**src/pbmr_map.svh**
```systemverilog
`ifndef PBMR_MAP_SVH
`define PBMR_MAP_SVH

// management register indices
`define PBMR_IDX_W          5
`define PBMR_IDX_CONTROL    5'h00
`define PBMR_IDX_STATUS     5'h01
`define PBMR_IDX_ID_HIGH    5'h02
`define PBMR_IDX_ID_LOW     5'h03

// control bit positions
`define PBMR_CTL_SRST       15
`define PBMR_CTL_LOOPBACK   14
`define PBMR_CTL_SPEED      13
`define PBMR_CTL_AN_EN      12
`define PBMR_CTL_PDOWN      11
`define PBMR_CTL_ISOLATE    10
`define PBMR_CTL_AN_RESTART 9
`define PBMR_CTL_DUPLEX     8
`define PBMR_CTL_COLTEST    7

// status bit positions
`define PBMR_STS_AN_DONE    5
`define PBMR_STS_RFAULT     4
`define PBMR_STS_LINK       2
`define PBMR_STS_JABBER     1

// fixed ability bits: 14..11, auto-negotiation ability (3), extended capability (0)
`define PBMR_STS_ABILITY    16'h7809
`define PBMR_STS_ABILITY_M  16'hFF09

// identifier reset values, arbitrary neutral codes
`define PBMR_ID_HIGH_RST    16'h0A5C
`define PBMR_ID_OUI_RST     6'h15
`define PBMR_ID_MODEL_RST   6'h2A
`define PBMR_ID_REV_RST     4'h1

// soft reset duration
`define PBMR_CLK_PERIOD_NS  20
`define PBMR_SRST_TIME_NS   320
`define PBMR_SRST_CYCLES    ((`PBMR_SRST_TIME_NS + `PBMR_CLK_PERIOD_NS - 1) / `PBMR_CLK_PERIOD_NS)

`endif

```
**src/pbmr_pkg.sv**
```systemverilog
package pbmr_pkg;

  typedef logic [15:0] pbmr_word_t;

  typedef enum logic [1:0] {
    PBMR_RUN  = 2'b01,
    PBMR_SRST = 2'b10
  } pbmr_state_e;

endpackage

```
**src/pbmr_latch_flag.sv**
```systemverilog
`timescale 1ns/100ps
module pbmr_latch_flag #(
  parameter bit LATCH_LOW = 1'b0
) (
  input  wire logic ref_clk,
  input  wire logic resetn,
  input  wire logic cond,
  input  wire logic rd_clear,
  output logic      flag
);

  logic next_flag;

  // a read re-arms the flag from the present condition, so an event in the
  // clearing cycle is kept
  always_comb begin
    if (rd_clear) begin
      next_flag = cond;
    end else if (LATCH_LOW) begin
      next_flag = flag & cond;
    end else begin
      next_flag = flag | cond;
    end
  end

  always_ff @(posedge ref_clk) begin
    if (!resetn) begin
      flag <= 1'b0;
    end else begin
      flag <= next_flag;
    end
  end

  latch_hold_a : assert property (@(posedge ref_clk) disable iff (!resetn)
    (!LATCH_LOW && flag && !rd_clear) |=> flag)
    else $error("latch-high flag dropped before a read");

  latch_low_a : assert property (@(posedge ref_clk) disable iff (!resetn)
    (LATCH_LOW && !flag && !rd_clear) |=> !flag)
    else $error("latch-low flag rose before a read");

  read_follow_a : assert property (@(posedge ref_clk) disable iff (!resetn)
    rd_clear |=> (flag == $past(cond)))
    else $error("flag does not follow condition after read");

endmodule

```
**src/pbmr_regs.sv**
```systemverilog
// Operation
// - writing bit 15 runs self-clearing soft reset
// - soft reset keeps speed, enable, duplex register bits; clears bits 14, 11, 10, 7
// - bit 14 selects loopback, resets to zero
// - bit 13 speed, ignored under auto-negotiation
// - bit 12 enables auto-negotiation, overrides manual
// - bit 10 isolates the data interface
// - bit 9 restarts auto-negotiation, self-clears
// - bit 8 duplex, ignored under auto-negotiation
// - bit 7 collision test; bits 6:0 reserved
// - speed, enable, duplex reset from straps
// - ability bits 14:11 one; 15,10,9 zero
// - status bits 3,0 one; bit 8 zero
// - status bit 5 shows auto-negotiation done
// - status bit 4 latch-high remote fault
// - status bit 1 latch-high jabber
// - first identifier register, read/write
// - second identifier: oui, model, revision fields
// - latch-high holds until read, then follows
// - latch-low holds low until register read
`timescale 1ns/100ps
`include "pbmr_map.svh"
module pbmr_regs #(
  parameter int          RESET_CYCLES = `PBMR_SRST_CYCLES,
  parameter logic [15:0] ID_HIGH_RST  = `PBMR_ID_HIGH_RST,
  parameter logic [5:0]  ID_OUI_RST   = `PBMR_ID_OUI_RST,
  parameter logic [5:0]  ID_MODEL_RST = `PBMR_ID_MODEL_RST,
  parameter logic [3:0]  ID_REV_RST   = `PBMR_ID_REV_RST
) (
  input  wire logic                    ref_clk,
  input  wire logic                    resetn,
  input  wire logic                    strap_speed_100,
  input  wire logic                    strap_an_en,
  input  wire logic                    strap_full_duplex,
  input  wire logic [`PBMR_IDX_W-1:0]  reg_index,
  input  wire logic                    reg_wr,
  input  wire logic                    reg_rd,
  input  wire logic [15:0]             reg_wdata,
  output logic      [15:0]             reg_rdata,
  output logic                         reg_rvalid,
  input  wire logic                    link_up,
  input  wire logic                    an_complete,
  input  wire logic                    remote_fault,
  input  wire logic                    jabber,
  output logic                         soft_reset,
  output logic                         loopback_en,
  output logic                         an_enable,
  output logic                         an_restart,
  output logic                         power_down,
  output logic                         mii_isolate,
  output logic                         col_test_en,
  output logic                         force_speed_100,
  output logic                         force_full_duplex,
  output logic                         force_valid
);

  localparam int CW        = $clog2(RESET_CYCLES + 1);
  localparam int SRST_LAST = RESET_CYCLES;

  if (RESET_CYCLES < 1 || RESET_CYCLES > 1000) begin : g_bad_reset_cycles
    $error("RESET_CYCLES must lie in 1..1000");
  end

  pbmr_pkg::pbmr_state_e state;
  pbmr_pkg::pbmr_state_e next_state;
  logic [CW-1:0]         srst_cnt;
  logic                  ctl_speed;
  logic                  ctl_duplex;
  logic [15:0]           id_high;
  logic [15:0]           id_low;
  logic                  rf_flag;
  logic                  link_flag;
  logic                  jab_flag;
  logic                  wr_ctl;
  logic                  srst_req;
  logic                  cfg_wr;
  logic                  sts_rd;
  logic [15:0]           next_rdata;

  function automatic logic sel(input logic [`PBMR_IDX_W-1:0] idx,
                               input logic [`PBMR_IDX_W-1:0] want);
    sel = (idx == want);
  endfunction

  // control writes are held off while soft reset runs
  assign wr_ctl   = reg_wr && sel(reg_index, `PBMR_IDX_CONTROL) && (state == pbmr_pkg::PBMR_RUN);
  assign srst_req = wr_ctl && reg_wdata[`PBMR_CTL_SRST];
  // a soft reset write takes no other bit from the data, even if the host set some
  assign cfg_wr   = wr_ctl && !reg_wdata[`PBMR_CTL_SRST];
  assign sts_rd   = reg_rd && sel(reg_index, `PBMR_IDX_STATUS);

  always_comb begin
    next_state = state;
    unique case (state)
      pbmr_pkg::PBMR_RUN: begin
        if (srst_req) begin
          next_state = pbmr_pkg::PBMR_SRST;
        end
      end
      pbmr_pkg::PBMR_SRST: begin
        if (srst_cnt == CW'(RESET_CYCLES - 1)) begin
          next_state = pbmr_pkg::PBMR_RUN;
        end
      end
      default: begin
        next_state = pbmr_pkg::PBMR_RUN;
      end
    endcase
  end

  always_ff @(posedge ref_clk) begin
    if (!resetn) begin
      state      <= pbmr_pkg::PBMR_RUN;
      srst_cnt   <= '0;
      soft_reset <= 1'b0;
    end else begin
      state      <= next_state;
      soft_reset <= (next_state == pbmr_pkg::PBMR_SRST);
      if (state == pbmr_pkg::PBMR_SRST) begin
        srst_cnt <= srst_cnt + CW'(1);
      end else begin
        srst_cnt <= '0;
      end
    end
  end

  // straps are taken only by the power-on reset; soft reset leaves these alone
  always_ff @(posedge ref_clk) begin
    if (!resetn) begin
      ctl_speed  <= strap_speed_100;
      an_enable  <= strap_an_en;
      ctl_duplex <= strap_full_duplex;
    end else if (cfg_wr) begin
      ctl_speed  <= reg_wdata[`PBMR_CTL_SPEED];
      an_enable  <= reg_wdata[`PBMR_CTL_AN_EN];
      ctl_duplex <= reg_wdata[`PBMR_CTL_DUPLEX];
    end
  end

  // soft reset returns the plain mode bits to zero; straps are not re-read
  always_ff @(posedge ref_clk) begin
    if (!resetn || srst_req) begin
      loopback_en <= 1'b0;
      power_down  <= 1'b0;
      mii_isolate <= 1'b0;
      col_test_en <= 1'b0;
    end else if (cfg_wr) begin
      loopback_en <= reg_wdata[`PBMR_CTL_LOOPBACK];
      power_down  <= reg_wdata[`PBMR_CTL_PDOWN];
      mii_isolate <= reg_wdata[`PBMR_CTL_ISOLATE];
      col_test_en <= reg_wdata[`PBMR_CTL_COLTEST];
    end
  end

  // one-cycle restart; it only reaches a running auto-negotiation
  always_ff @(posedge ref_clk) begin
    if (!resetn) begin
      an_restart <= 1'b0;
    end else begin
      an_restart <= cfg_wr && reg_wdata[`PBMR_CTL_AN_RESTART]
                    && reg_wdata[`PBMR_CTL_AN_EN];
    end
  end

  // manual speed and duplex reach the core only with auto-negotiation off
  always_ff @(posedge ref_clk) begin
    if (!resetn) begin
      force_valid       <= 1'b0;
      force_speed_100   <= 1'b0;
      force_full_duplex <= 1'b0;
    end else begin
      force_valid       <= !an_enable;
      force_speed_100   <= ctl_speed && !an_enable;
      force_full_duplex <= ctl_duplex && !an_enable;
    end
  end

  always_ff @(posedge ref_clk) begin
    if (!resetn) begin
      id_high <= ID_HIGH_RST;
      id_low  <= {ID_OUI_RST, ID_MODEL_RST, ID_REV_RST};
    end else if (reg_wr && state == pbmr_pkg::PBMR_RUN) begin
      if (sel(reg_index, `PBMR_IDX_ID_HIGH)) begin
        id_high <= reg_wdata;
      end
      if (sel(reg_index, `PBMR_IDX_ID_LOW)) begin
        id_low <= reg_wdata;
      end
    end
  end

  pbmr_latch_flag #(
    .LATCH_LOW (1'b0)
  ) u_rfault (
    .ref_clk  (ref_clk),
    .resetn   (resetn),
    .cond     (remote_fault),
    .rd_clear (sts_rd),
    .flag     (rf_flag)
  );

  pbmr_latch_flag #(
    .LATCH_LOW (1'b1)
  ) u_link (
    .ref_clk  (ref_clk),
    .resetn   (resetn),
    .cond     (link_up),
    .rd_clear (sts_rd),
    .flag     (link_flag)
  );

  pbmr_latch_flag #(
    .LATCH_LOW (1'b0)
  ) u_jabber (
    .ref_clk  (ref_clk),
    .resetn   (resetn),
    .cond     (jabber),
    .rd_clear (sts_rd),
    .flag     (jab_flag)
  );

  // reserved and unmapped locations read as zero
  always_comb begin
    next_rdata = 16'h0000;
    unique case (1'b1)
      sel(reg_index, `PBMR_IDX_CONTROL): begin
        next_rdata[`PBMR_CTL_SRST]     = (state == pbmr_pkg::PBMR_SRST);
        next_rdata[`PBMR_CTL_LOOPBACK] = loopback_en;
        next_rdata[`PBMR_CTL_SPEED]    = ctl_speed;
        next_rdata[`PBMR_CTL_AN_EN]    = an_enable;
        next_rdata[`PBMR_CTL_PDOWN]    = power_down;
        next_rdata[`PBMR_CTL_ISOLATE]  = mii_isolate;
        next_rdata[`PBMR_CTL_DUPLEX]   = ctl_duplex;
        next_rdata[`PBMR_CTL_COLTEST]  = col_test_en;
      end
      sel(reg_index, `PBMR_IDX_STATUS): begin
        next_rdata                   = `PBMR_STS_ABILITY;
        next_rdata[`PBMR_STS_AN_DONE] = an_complete;
        next_rdata[`PBMR_STS_RFAULT]  = rf_flag;
        next_rdata[`PBMR_STS_LINK]    = link_flag;
        next_rdata[`PBMR_STS_JABBER]  = jab_flag;
      end
      sel(reg_index, `PBMR_IDX_ID_HIGH): begin
        next_rdata = id_high;
      end
      sel(reg_index, `PBMR_IDX_ID_LOW): begin
        next_rdata = id_low;
      end
      default: begin
        next_rdata = 16'h0000;
      end
    endcase
  end

  always_ff @(posedge ref_clk) begin
    if (!resetn) begin
      reg_rdata  <= 16'h0000;
      reg_rvalid <= 1'b0;
    end else begin
      reg_rvalid <= reg_rd;
      reg_rdata  <= reg_rd ? next_rdata : 16'h0000;
    end
  end

  srst_length_a : assert property (@(posedge ref_clk) disable iff (!resetn)
    $rose(soft_reset) |-> ##[1:SRST_LAST] !soft_reset)
    else $error("soft reset did not self-clear in time");

  srst_keep_cfg_a : assert property (@(posedge ref_clk) disable iff (!resetn)
    (soft_reset && $past(soft_reset)) |-> ($stable(an_enable) && $stable(ctl_speed)
                                           && $stable(ctl_duplex)))
    else $error("configuration changed during soft reset");

  loopback_wr_a : assert property (@(posedge ref_clk) disable iff (!resetn)
    cfg_wr |=> (loopback_en == $past(reg_wdata[`PBMR_CTL_LOOPBACK])))
    else $error("loopback bit not taken from write");

  manual_ignored_a : assert property (@(posedge ref_clk) disable iff (!resetn)
    $past(an_enable) |-> (!force_speed_100 && !force_full_duplex && !force_valid))
    else $error("manual speed or duplex used under auto-negotiation");

  restart_pulse_a : assert property (@(posedge ref_clk) disable iff (!resetn)
    an_restart |-> (an_enable ##1 (!an_restart || $past(cfg_wr))))
    else $error("restart not a single cycle with auto-negotiation on");

  isolate_wr_a : assert property (@(posedge ref_clk) disable iff (!resetn)
    cfg_wr |=> (mii_isolate == $past(reg_wdata[`PBMR_CTL_ISOLATE])))
    else $error("isolate bit not taken from write");

  status_fixed_a : assert property (@(posedge ref_clk) disable iff (!resetn)
    (reg_rd && sel(reg_index, `PBMR_IDX_STATUS)) |=>
      ((reg_rdata & `PBMR_STS_ABILITY_M) == `PBMR_STS_ABILITY))
    else $error("fixed ability bits wrong");

  an_done_rd_a : assert property (@(posedge ref_clk) disable iff (!resetn)
    (reg_rd && sel(reg_index, `PBMR_IDX_STATUS)) |=>
      (reg_rdata[`PBMR_STS_AN_DONE] == $past(an_complete)))
    else $error("completion bit does not match core");

  id_write_read_a : assert property (@(posedge ref_clk) disable iff (!resetn)
    (reg_wr && !reg_rd && state == pbmr_pkg::PBMR_RUN && sel(reg_index, `PBMR_IDX_ID_HIGH))
      ##1 (reg_rd && !reg_wr && sel(reg_index, `PBMR_IDX_ID_HIGH))
      |=> (reg_rdata == $past(reg_wdata, 2)))
    else $error("identifier write not read back");

  unmapped_zero_a : assert property (@(posedge ref_clk) disable iff (!resetn)
    (reg_rd && reg_index > `PBMR_IDX_ID_LOW) |=> (reg_rvalid && reg_rdata == 16'h0000))
    else $error("unmapped index did not read zero");

endmodule

```
**config.mk**
```make
export PLATFORM = sky130hd
export DESIGN_NAME = pbmr_regs
export DESIGN_NICKNAME = d
export VERILOG_FILES = /design/src/pbmr_pkg.sv /design/src/pbmr_latch_flag.sv /design/src/pbmr_regs.sv
export VERILOG_INCLUDE_DIRS = /design/src /design/src/src
export SDC_FILE = /design/constraint.sdc
export NUM_CORES = 1
export LEC_CHECK = 0
export BUFFER_PORTS_ARGS = -buffer_cell sky130_fd_sc_hd__buf_2
export CELL_PAD_IN_SITES_DETAIL_PLACEMENT = 2
export CELL_PAD_IN_SITES_GLOBAL_PLACEMENT = 2
export CORE_MARGIN = 5
export CORE_UTILIZATION = 35
export DETAILED_ROUTE_END_ITERATION = 12
export PLACE_DENSITY_LB_ADDON = 0.1
export SYNTH_ARGS = -nofsm -noshare
export SYNTH_HDL_FRONTEND = slang
export SYNTH_SLANG_ARGS = --single-unit
```
**constraint.sdc**
```tcl
create_clock -name ref_clk -period 4.9 [get_ports ref_clk]
set_input_delay 1.47 -clock ref_clk [delete_from_list [all_inputs] [get_ports ref_clk]]
set_output_delay 1.47 -clock ref_clk [all_outputs]
set_load 0.005 [all_outputs]
```
==> results.cfg, run 1 <==
[synthesis]
yosys.cell_types.count = 36
post_synth_most_frequent_cells = 68 x dfxtp_1, 56 x nand2_1, 35 x mux2i_1, 17 x o21ai_0
post_synth.cell_area_avg_um2 = 9.49
synth_simple_gate_area_share_pct = 18.5
synth-compound-area-share_pct = 8.91
synth_top_cell_by_area = dfxtp_1
synth_edf_count = 3
synth_top_cell_area_share_pct = 46.9
number_of_nets_produced_by_synthesis = 342
synth-seq-area-share_pct = 50.0
synth-seq-cells = 71
synth.top_cells.by_area = dfxtp_1 47%, mux2i_1 12%, nand2_1 7.2%
yosys.cell_count.top_type = dfxtp_1
synthesis.instances = 306
synth-adder-area-share_pct = 1.72
synthFlopType = dfxtp_1
synthesis.yosys.warnings = 0
netlist_area_mm2 = 0.00291
synth-xor-area-share_pct = 0.603
synth.mux.area_fraction_pct = 15.2
synth_top_family_by_area = simple AND/OR/NAND/NOR gates
synthArstFlopShare_pct = 0

[run_status]
outcome = finished, final reports clean

[finish]
final_area_mm2 = 0.00345
layout-drive-gt1-share_pct = 25.8
finalNetCount = 395
antenna_cells_inserted = 0
area_growth_syn_to_layout_pct = 18.7
post_layout_nonfiller_instances = 469

[cts]
cts-resized-gates = 0
htree_levels = 3
cts_made_buffers = 9
clk-insertion-delay-late_ns = 0.34
tritoncts_num_sinks = 71
clock_tree.buffer_depth = 2
clock_tree_from_tritoncts = done
post_cts_buffers = 0
ctsRootBufferMaster = clkbuf_8
ctsHoldBuffers = 0
path_clk_slew_ns = 0.08

[drt]
detail_route.iter0.violations = 40
detail_route.vias_per_cell = 4.90
drt_pre_antenna_iters = 4
finalWirelength_um = 7750
routed-via-count = 2296
drc = 0
wl_per_cell_um = 16.5
route.antenna.remaining_nets = 0

[timing]
finalHoldViolations = 0
fmaxAchievable_ghz = 0.326
slew_viol_final = 0
setup_tns_ns = 0
slew_headroom_pct = 32.0
clock-skew-final_ns = 0.00733
post-route-period-util_pct = 62.6
finalWorstPathRequiredPeriod_ns = 3.07
fin_worst_hold_slack_ns = 0.454
worst-slew-pin-transition_ns = 1.02
setup-violations-final = 0
grt_setup_unrepaired = no

[critical_path]
critPathMaxFanout = 19
critical_path.endpoint_type = flop
crit_path_start = reg_index[1]
r2r-start = state[0]
crit_arrival_ns = 3.33
critPathRequiredTime_ns = 5.16
criticalPathCategory = input pin to flop
timing.critical_path.from_type = input pin

[job]
maxCapViolCount = 0

[place]
inst_count_dp = 453
place.gp.congestion = 0.721
hpwl_um = 5500
port-buffer-count = 58
detailed_place.area_mm2 = 0.00324

[grt]
grt_pass1_vias = 2543
gr-total-overflow = 0
grt_usage_pct = 16.2
grt_antenna_before_repair = 0
grt_start_max_net_pins = 45
grt_pass1_wl_um = 12600

[power]
irDropWorstVdd_uv = 118
power_density_mw_per_mm2 = 339
power.leakage_nw = 1.51

[floorplan]
die_width_um = 101
die_h_um = 101
fp-row-count = 33
placeableCoreArea_mm2 = 0.00813
start_util_pct = 35.7
num_io_pins = 59
die_area_mm2 = 0.0102

[hold_path]
hold_path_startpoint = id_low[10]
tightest_hold_check_type = flop to flop
[path summary, 6_finish.rpt]
check,to,slack [ns],depth (start not counted)
worst max-delay path,id_high[14],1.83,4
worst max register to register,ctl_speed,2.79,4
worst min-delay path,reg_rdata[10],0.45,2
worst min register to register,reg_rdata[10],0.45,2
[per-layer routing]
layer / wire, um / global-route usage, %
met5: 0 / 0
met4: 73 / 4.60
met1: 3540 / 20.1
met2: 3760 / 27.2
met3: 383 / 4.98
[registers in the layout (all words and copies together), names as in the netlist, 2 cells and up]
signal	flops
srst_cnt	5
id_high	16
state	2
reg_rdata	16
id_low	16
[cells by family after synthesis]
family          after synthesis
fa+ha+maj                     4
xor+xnor                      2
compound gates               43
buf+inv                      32
mux                          43
flops                        71
simple gates                111
[critical path: stages]
cell and delay (ns):
buf_2 0.39, and2b_4 0.29, and4_1 0.89, mux2i_1 0.28
[report_power, final]
group | leakage [nW] | total, W | internal, W | switching, W
sequential | 0.580 | 0.000596 | 0.000591 | 0.00000541
combinational | 0.818 | 0.0000882 | 0.0000354 | 0.0000528
clock | 0.110 | 0.000484 | 0.000262 | 0.000222
total | 1.51 | 0.00117 | 0.000889 | 0.000280
[per-stage QoR]
step	total power (W)	setup slack [ns]	utilization, %
after floorplan	0.000663	2.13	-
after detailed placement	0.000700	1.45	39.9
after global routing	0.00123	1.70	42.4
after global placement	0.000697	1.51	39.9
final	0.00117	1.83	42.4
after CTS	0.00119	1.80	42.4
[cell type report]
cell class                      count  area [um2]
Fill cell                         948        4690
Sequential cell                    71        1450
Multi-Input combinational cell    203        1310
Timing Repair Buffer               59         298
Clock buffer                       11         151
Tap cell                          105         131
Inverter                           15        56.3
Clock inverter                      5        55.1
[placed cells by master, fill, tap and decap left out, types with 2 or more instances in the layout]
cell / count
mux2_2: 8
nand2_1: 56
a21oi_1: 8
edfxtp_1: 3
nor2b_1: 15
and3_1: 2
nor2_1: 12
and2_1: 4
o22ai_1: 4
inv_1: 15
or2_2: 4
o21ai_0: 17
nor3_1: 4
o211ai_1: 8
buf_2: 58
ha_1: 4
mux2i_1: 35
nand3_1: 6
a22oi_1: 4
clkinv_2: 2
dfxtp_1: 68
clkbuf_8: 11
(Power assumes the default switching activity.)
==> run 2, diff against run 1 <==
ABC_AREA = 1   (was not set)
CORE_UTILIZATION = 27   (was 35)
clock period = 2.65 ns   (was 4.9 ns; I/O delays follow)
==> run 2 against run 1 <==
Net effect: global-route usage shrank 0.054 points; synthesized cell count grew 26%; clock-buffer cell count is the same; clock power grew 73%; clock skew shrank 0.0033 ns; final area grew 3.3%; cell count grew 27%; total power grew 82%; non-clock buffer count grew 14; die area grew 26%; via count grew 20%; critical path type unchanged.
==> results.cfg, run 2 <==
[hold_path]
tightest_hold_check_type = flop to flop

[timing]
post-route-period-util_pct = 70.7
fin_worst_hold_slack_ns = 0.458
worst-slew-pin-transition_ns = 0.395
setup-violations-final = 0
finalWorstPathRequiredPeriod_ns = 1.87
setup_tns_ns = 0
clock-skew-final_ns = 0.00402
slew_headroom_pct = 73.6
fmaxAchievable_ghz = 0.534
grt_setup_unrepaired = no
finalHoldViolations = 0
slew_viol_final = 0

[cts]
ctsRootBufferMaster = clkbuf_8
path_clk_slew_ns = 0.08
htree_levels = 3
ctsHoldBuffers = 0
clock_tree.buffer_depth = 2
cts-resized-gates = 0
clock_tree_from_tritoncts = done
cts_made_buffers = 9
clk-insertion-delay-late_ns = 0.34
post_cts_buffers = 0
tritoncts_num_sinks = 71

[critical_path]
cpMaxStageDelayCell = nor2_4
critical_path.max_stage_delay_ns = 0.26
most_frequent_cell_on_critical_path = nand2_1
timing.critical_path.from_type = input pin
criticalPathCategory = input pin to flop
critPathTopFamily = simple AND/OR/NAND/NOR gates
critPathMaxFanout = 15
crit_arrival_ns = 1.93
critPathBufInv = 2
critical_path.endpoint_type = flop
critical_path.cell_chain = buf_2 -> inv_1 -> nand2_1 -> nor2_4 -> nand3_1 -> nand2_1
reg2reg_setup_slack_ns = 0.90
critPathRequiredTime_ns = 2.71

[place]
inst_count_dp = 579
detailed_place.area_mm2 = 0.00338
hpwl_um = 7200
place.gp.congestion = 0.734
port-buffer-count = 58

[synthesis]
synthesis.yosys.warnings = 0
synth_top_cell_by_area = dfxtp_1
synth_edf_count = 3
post_synth_most_frequent_cells = 112 x nand2_1, 68 x dfxtp_1, 62 x nor2_1, 33 x inv_1, 21 x nand3_1
yosys.cell_types.count = 27
synth.top_cells.by_area = dfxtp_1 47%, nand2_1 15%, nor2_1 8.0%
synthesis.instances = 385
synth-seq-cells = 71
synth-seq-area-share_pct = 50.1
synth_top_cell_area_share_pct = 47.0
number_of_nets_produced_by_synthesis = 421
synthFlopType = dfxtp_1
yosys.cell_count.top_type = nand2_1
netlist_area_mm2 = 0.00290
synthArstFlopShare_pct = 0
post_synth.cell_area_avg_um2 = 7.53

[finish]
layout-drive-gt1-share_pct = 20.5
finalNetCount = 490
post_layout_nonfiller_instances = 595
antenna_cells_inserted = 0
final_area_mm2 = 0.00356
finalCoreUtilization_pct = 34.2
final_cell_mix = 112 x nand2_1, 68 x dfxtp_1, 62 x nor2_1
final_common_cell = nand2_1
biggestRegsByFlops = id_high (16), id_low (16), reg_rdata (16)
area_growth_syn_to_layout_pct = 22.9

[floorplan]
die_width_um = 114
die_area_mm2 = 0.0129
start_util_pct = 27.8
num_io_pins = 59
placeableCoreArea_mm2 = 0.0104
fp-row-count = 37
die_h_um = 114

[grt]
grt_pass1_wl_um = 16300
grt_usage_pct = 16.1
grt_antenna_before_repair = 0
gr-total-overflow = 0
grt_pass1_vias = 3131
grt_start_max_net_pins = 24

[drt]
wl_per_cell_um = 16.2
finalWirelength_um = 9640
drc = 0
routed-via-count = 2760
route.antenna.remaining_nets = 0
detail_route.vias_per_cell = 4.64
detail_route.iter0.violations = 85
drt_pre_antenna_iters = 4

[power]
power_density_mw_per_mm2 = 596
power.share.combinational_pct = 8.4
net-switching-power_w = 0.000541
power.leakage_nw = 1.75
irDropWorstVdd_uv = 270
clockPowerShare_pct = 39.5
swShare_pct = 25.5
power_frac_seq_pct = 52.1
cellInternalPower_w = 0.00158

[run_status]
outcome = finished, final reports clean

[job]
maxCapViolCount = 0
-- run 2: path summary, 6_finish.rpt --
| path | to | startpoint | cells after the start |
|---|---|---|---|
| max | ctl_speed | reg_index[1] | 6 |
| min | srst_cnt[0] | srst_cnt[0] | 1 |
| max reg2reg | id_high[8] | state[1] | 8 |
| min reg2reg | srst_cnt[0] | srst_cnt[0] | 1 |
-- run 2: through the flow --
| step | total power (W) | setup slack (ns) |
|---|---|---|
| final | 0.00212 | 0.776 |
| after floorplan | 0.00122 | 0.792 |
| after detailed placement | 0.00131 | 0.394 |
| after global routing | 0.00224 | 0.619 |
| after global placement | 0.00131 | 0.470 |
| after CTS | 0.00216 | 0.769 |
-- run 2: power by group through the flow --
stage	Clock (W)	Sequential (W)	Combinational, W
finish	0.000838	0.00111	0.000179
global route	0.000926	0.00111	0.000203
CTS	0.000873	0.00111	0.000184
detailed placement	0	0.00113	0.000183
global placement	0	0.00113	0.000177
floorplan	0	0.00113	0.0000959
-- run 2: cell families after synthesis --
family	Yosys count	synth area share (%)
fa+ha+maj	4	1.73
compound gates	31	5.96
flops	71	50.1
buf+inv	52	7.86
simple gates	227	34.4
-- run 2: final cells by class --
| cell class | count | area [um2] |
|---|---|---|
| clock buffer | 11 | 131 |
| clock inverter | 5 | 48.8 |
| fill | 1268 | 6850 |
| inverter | 37 | 139 |
| multi-input combinational | 262 | 1220 |
| sequential | 71 | 1450 |
| tap | 136 | 170 |
| timing repair buffer | 73 | 403 |
-- run 2: worst reg2reg max path, stage by stage, from the launching register on --
cell and delay [ns]:
dfxtp_1 0.34, inv_1 0.06, ha_1 0.21, nand2_1 0.17, inv_1 0.09, nand2_2 0.32
inv_2 0.23, nor2_1 0.16, nor2_1 0.06
-- run 2: routing by layer --
layer / GRT usage, % / part of all wire, %
met1: 20.8 / 47
met2: 26.9 / 48
met3: 4.24 / 3.7
met4: 4.09 / 1.0
met5: 0 / 0
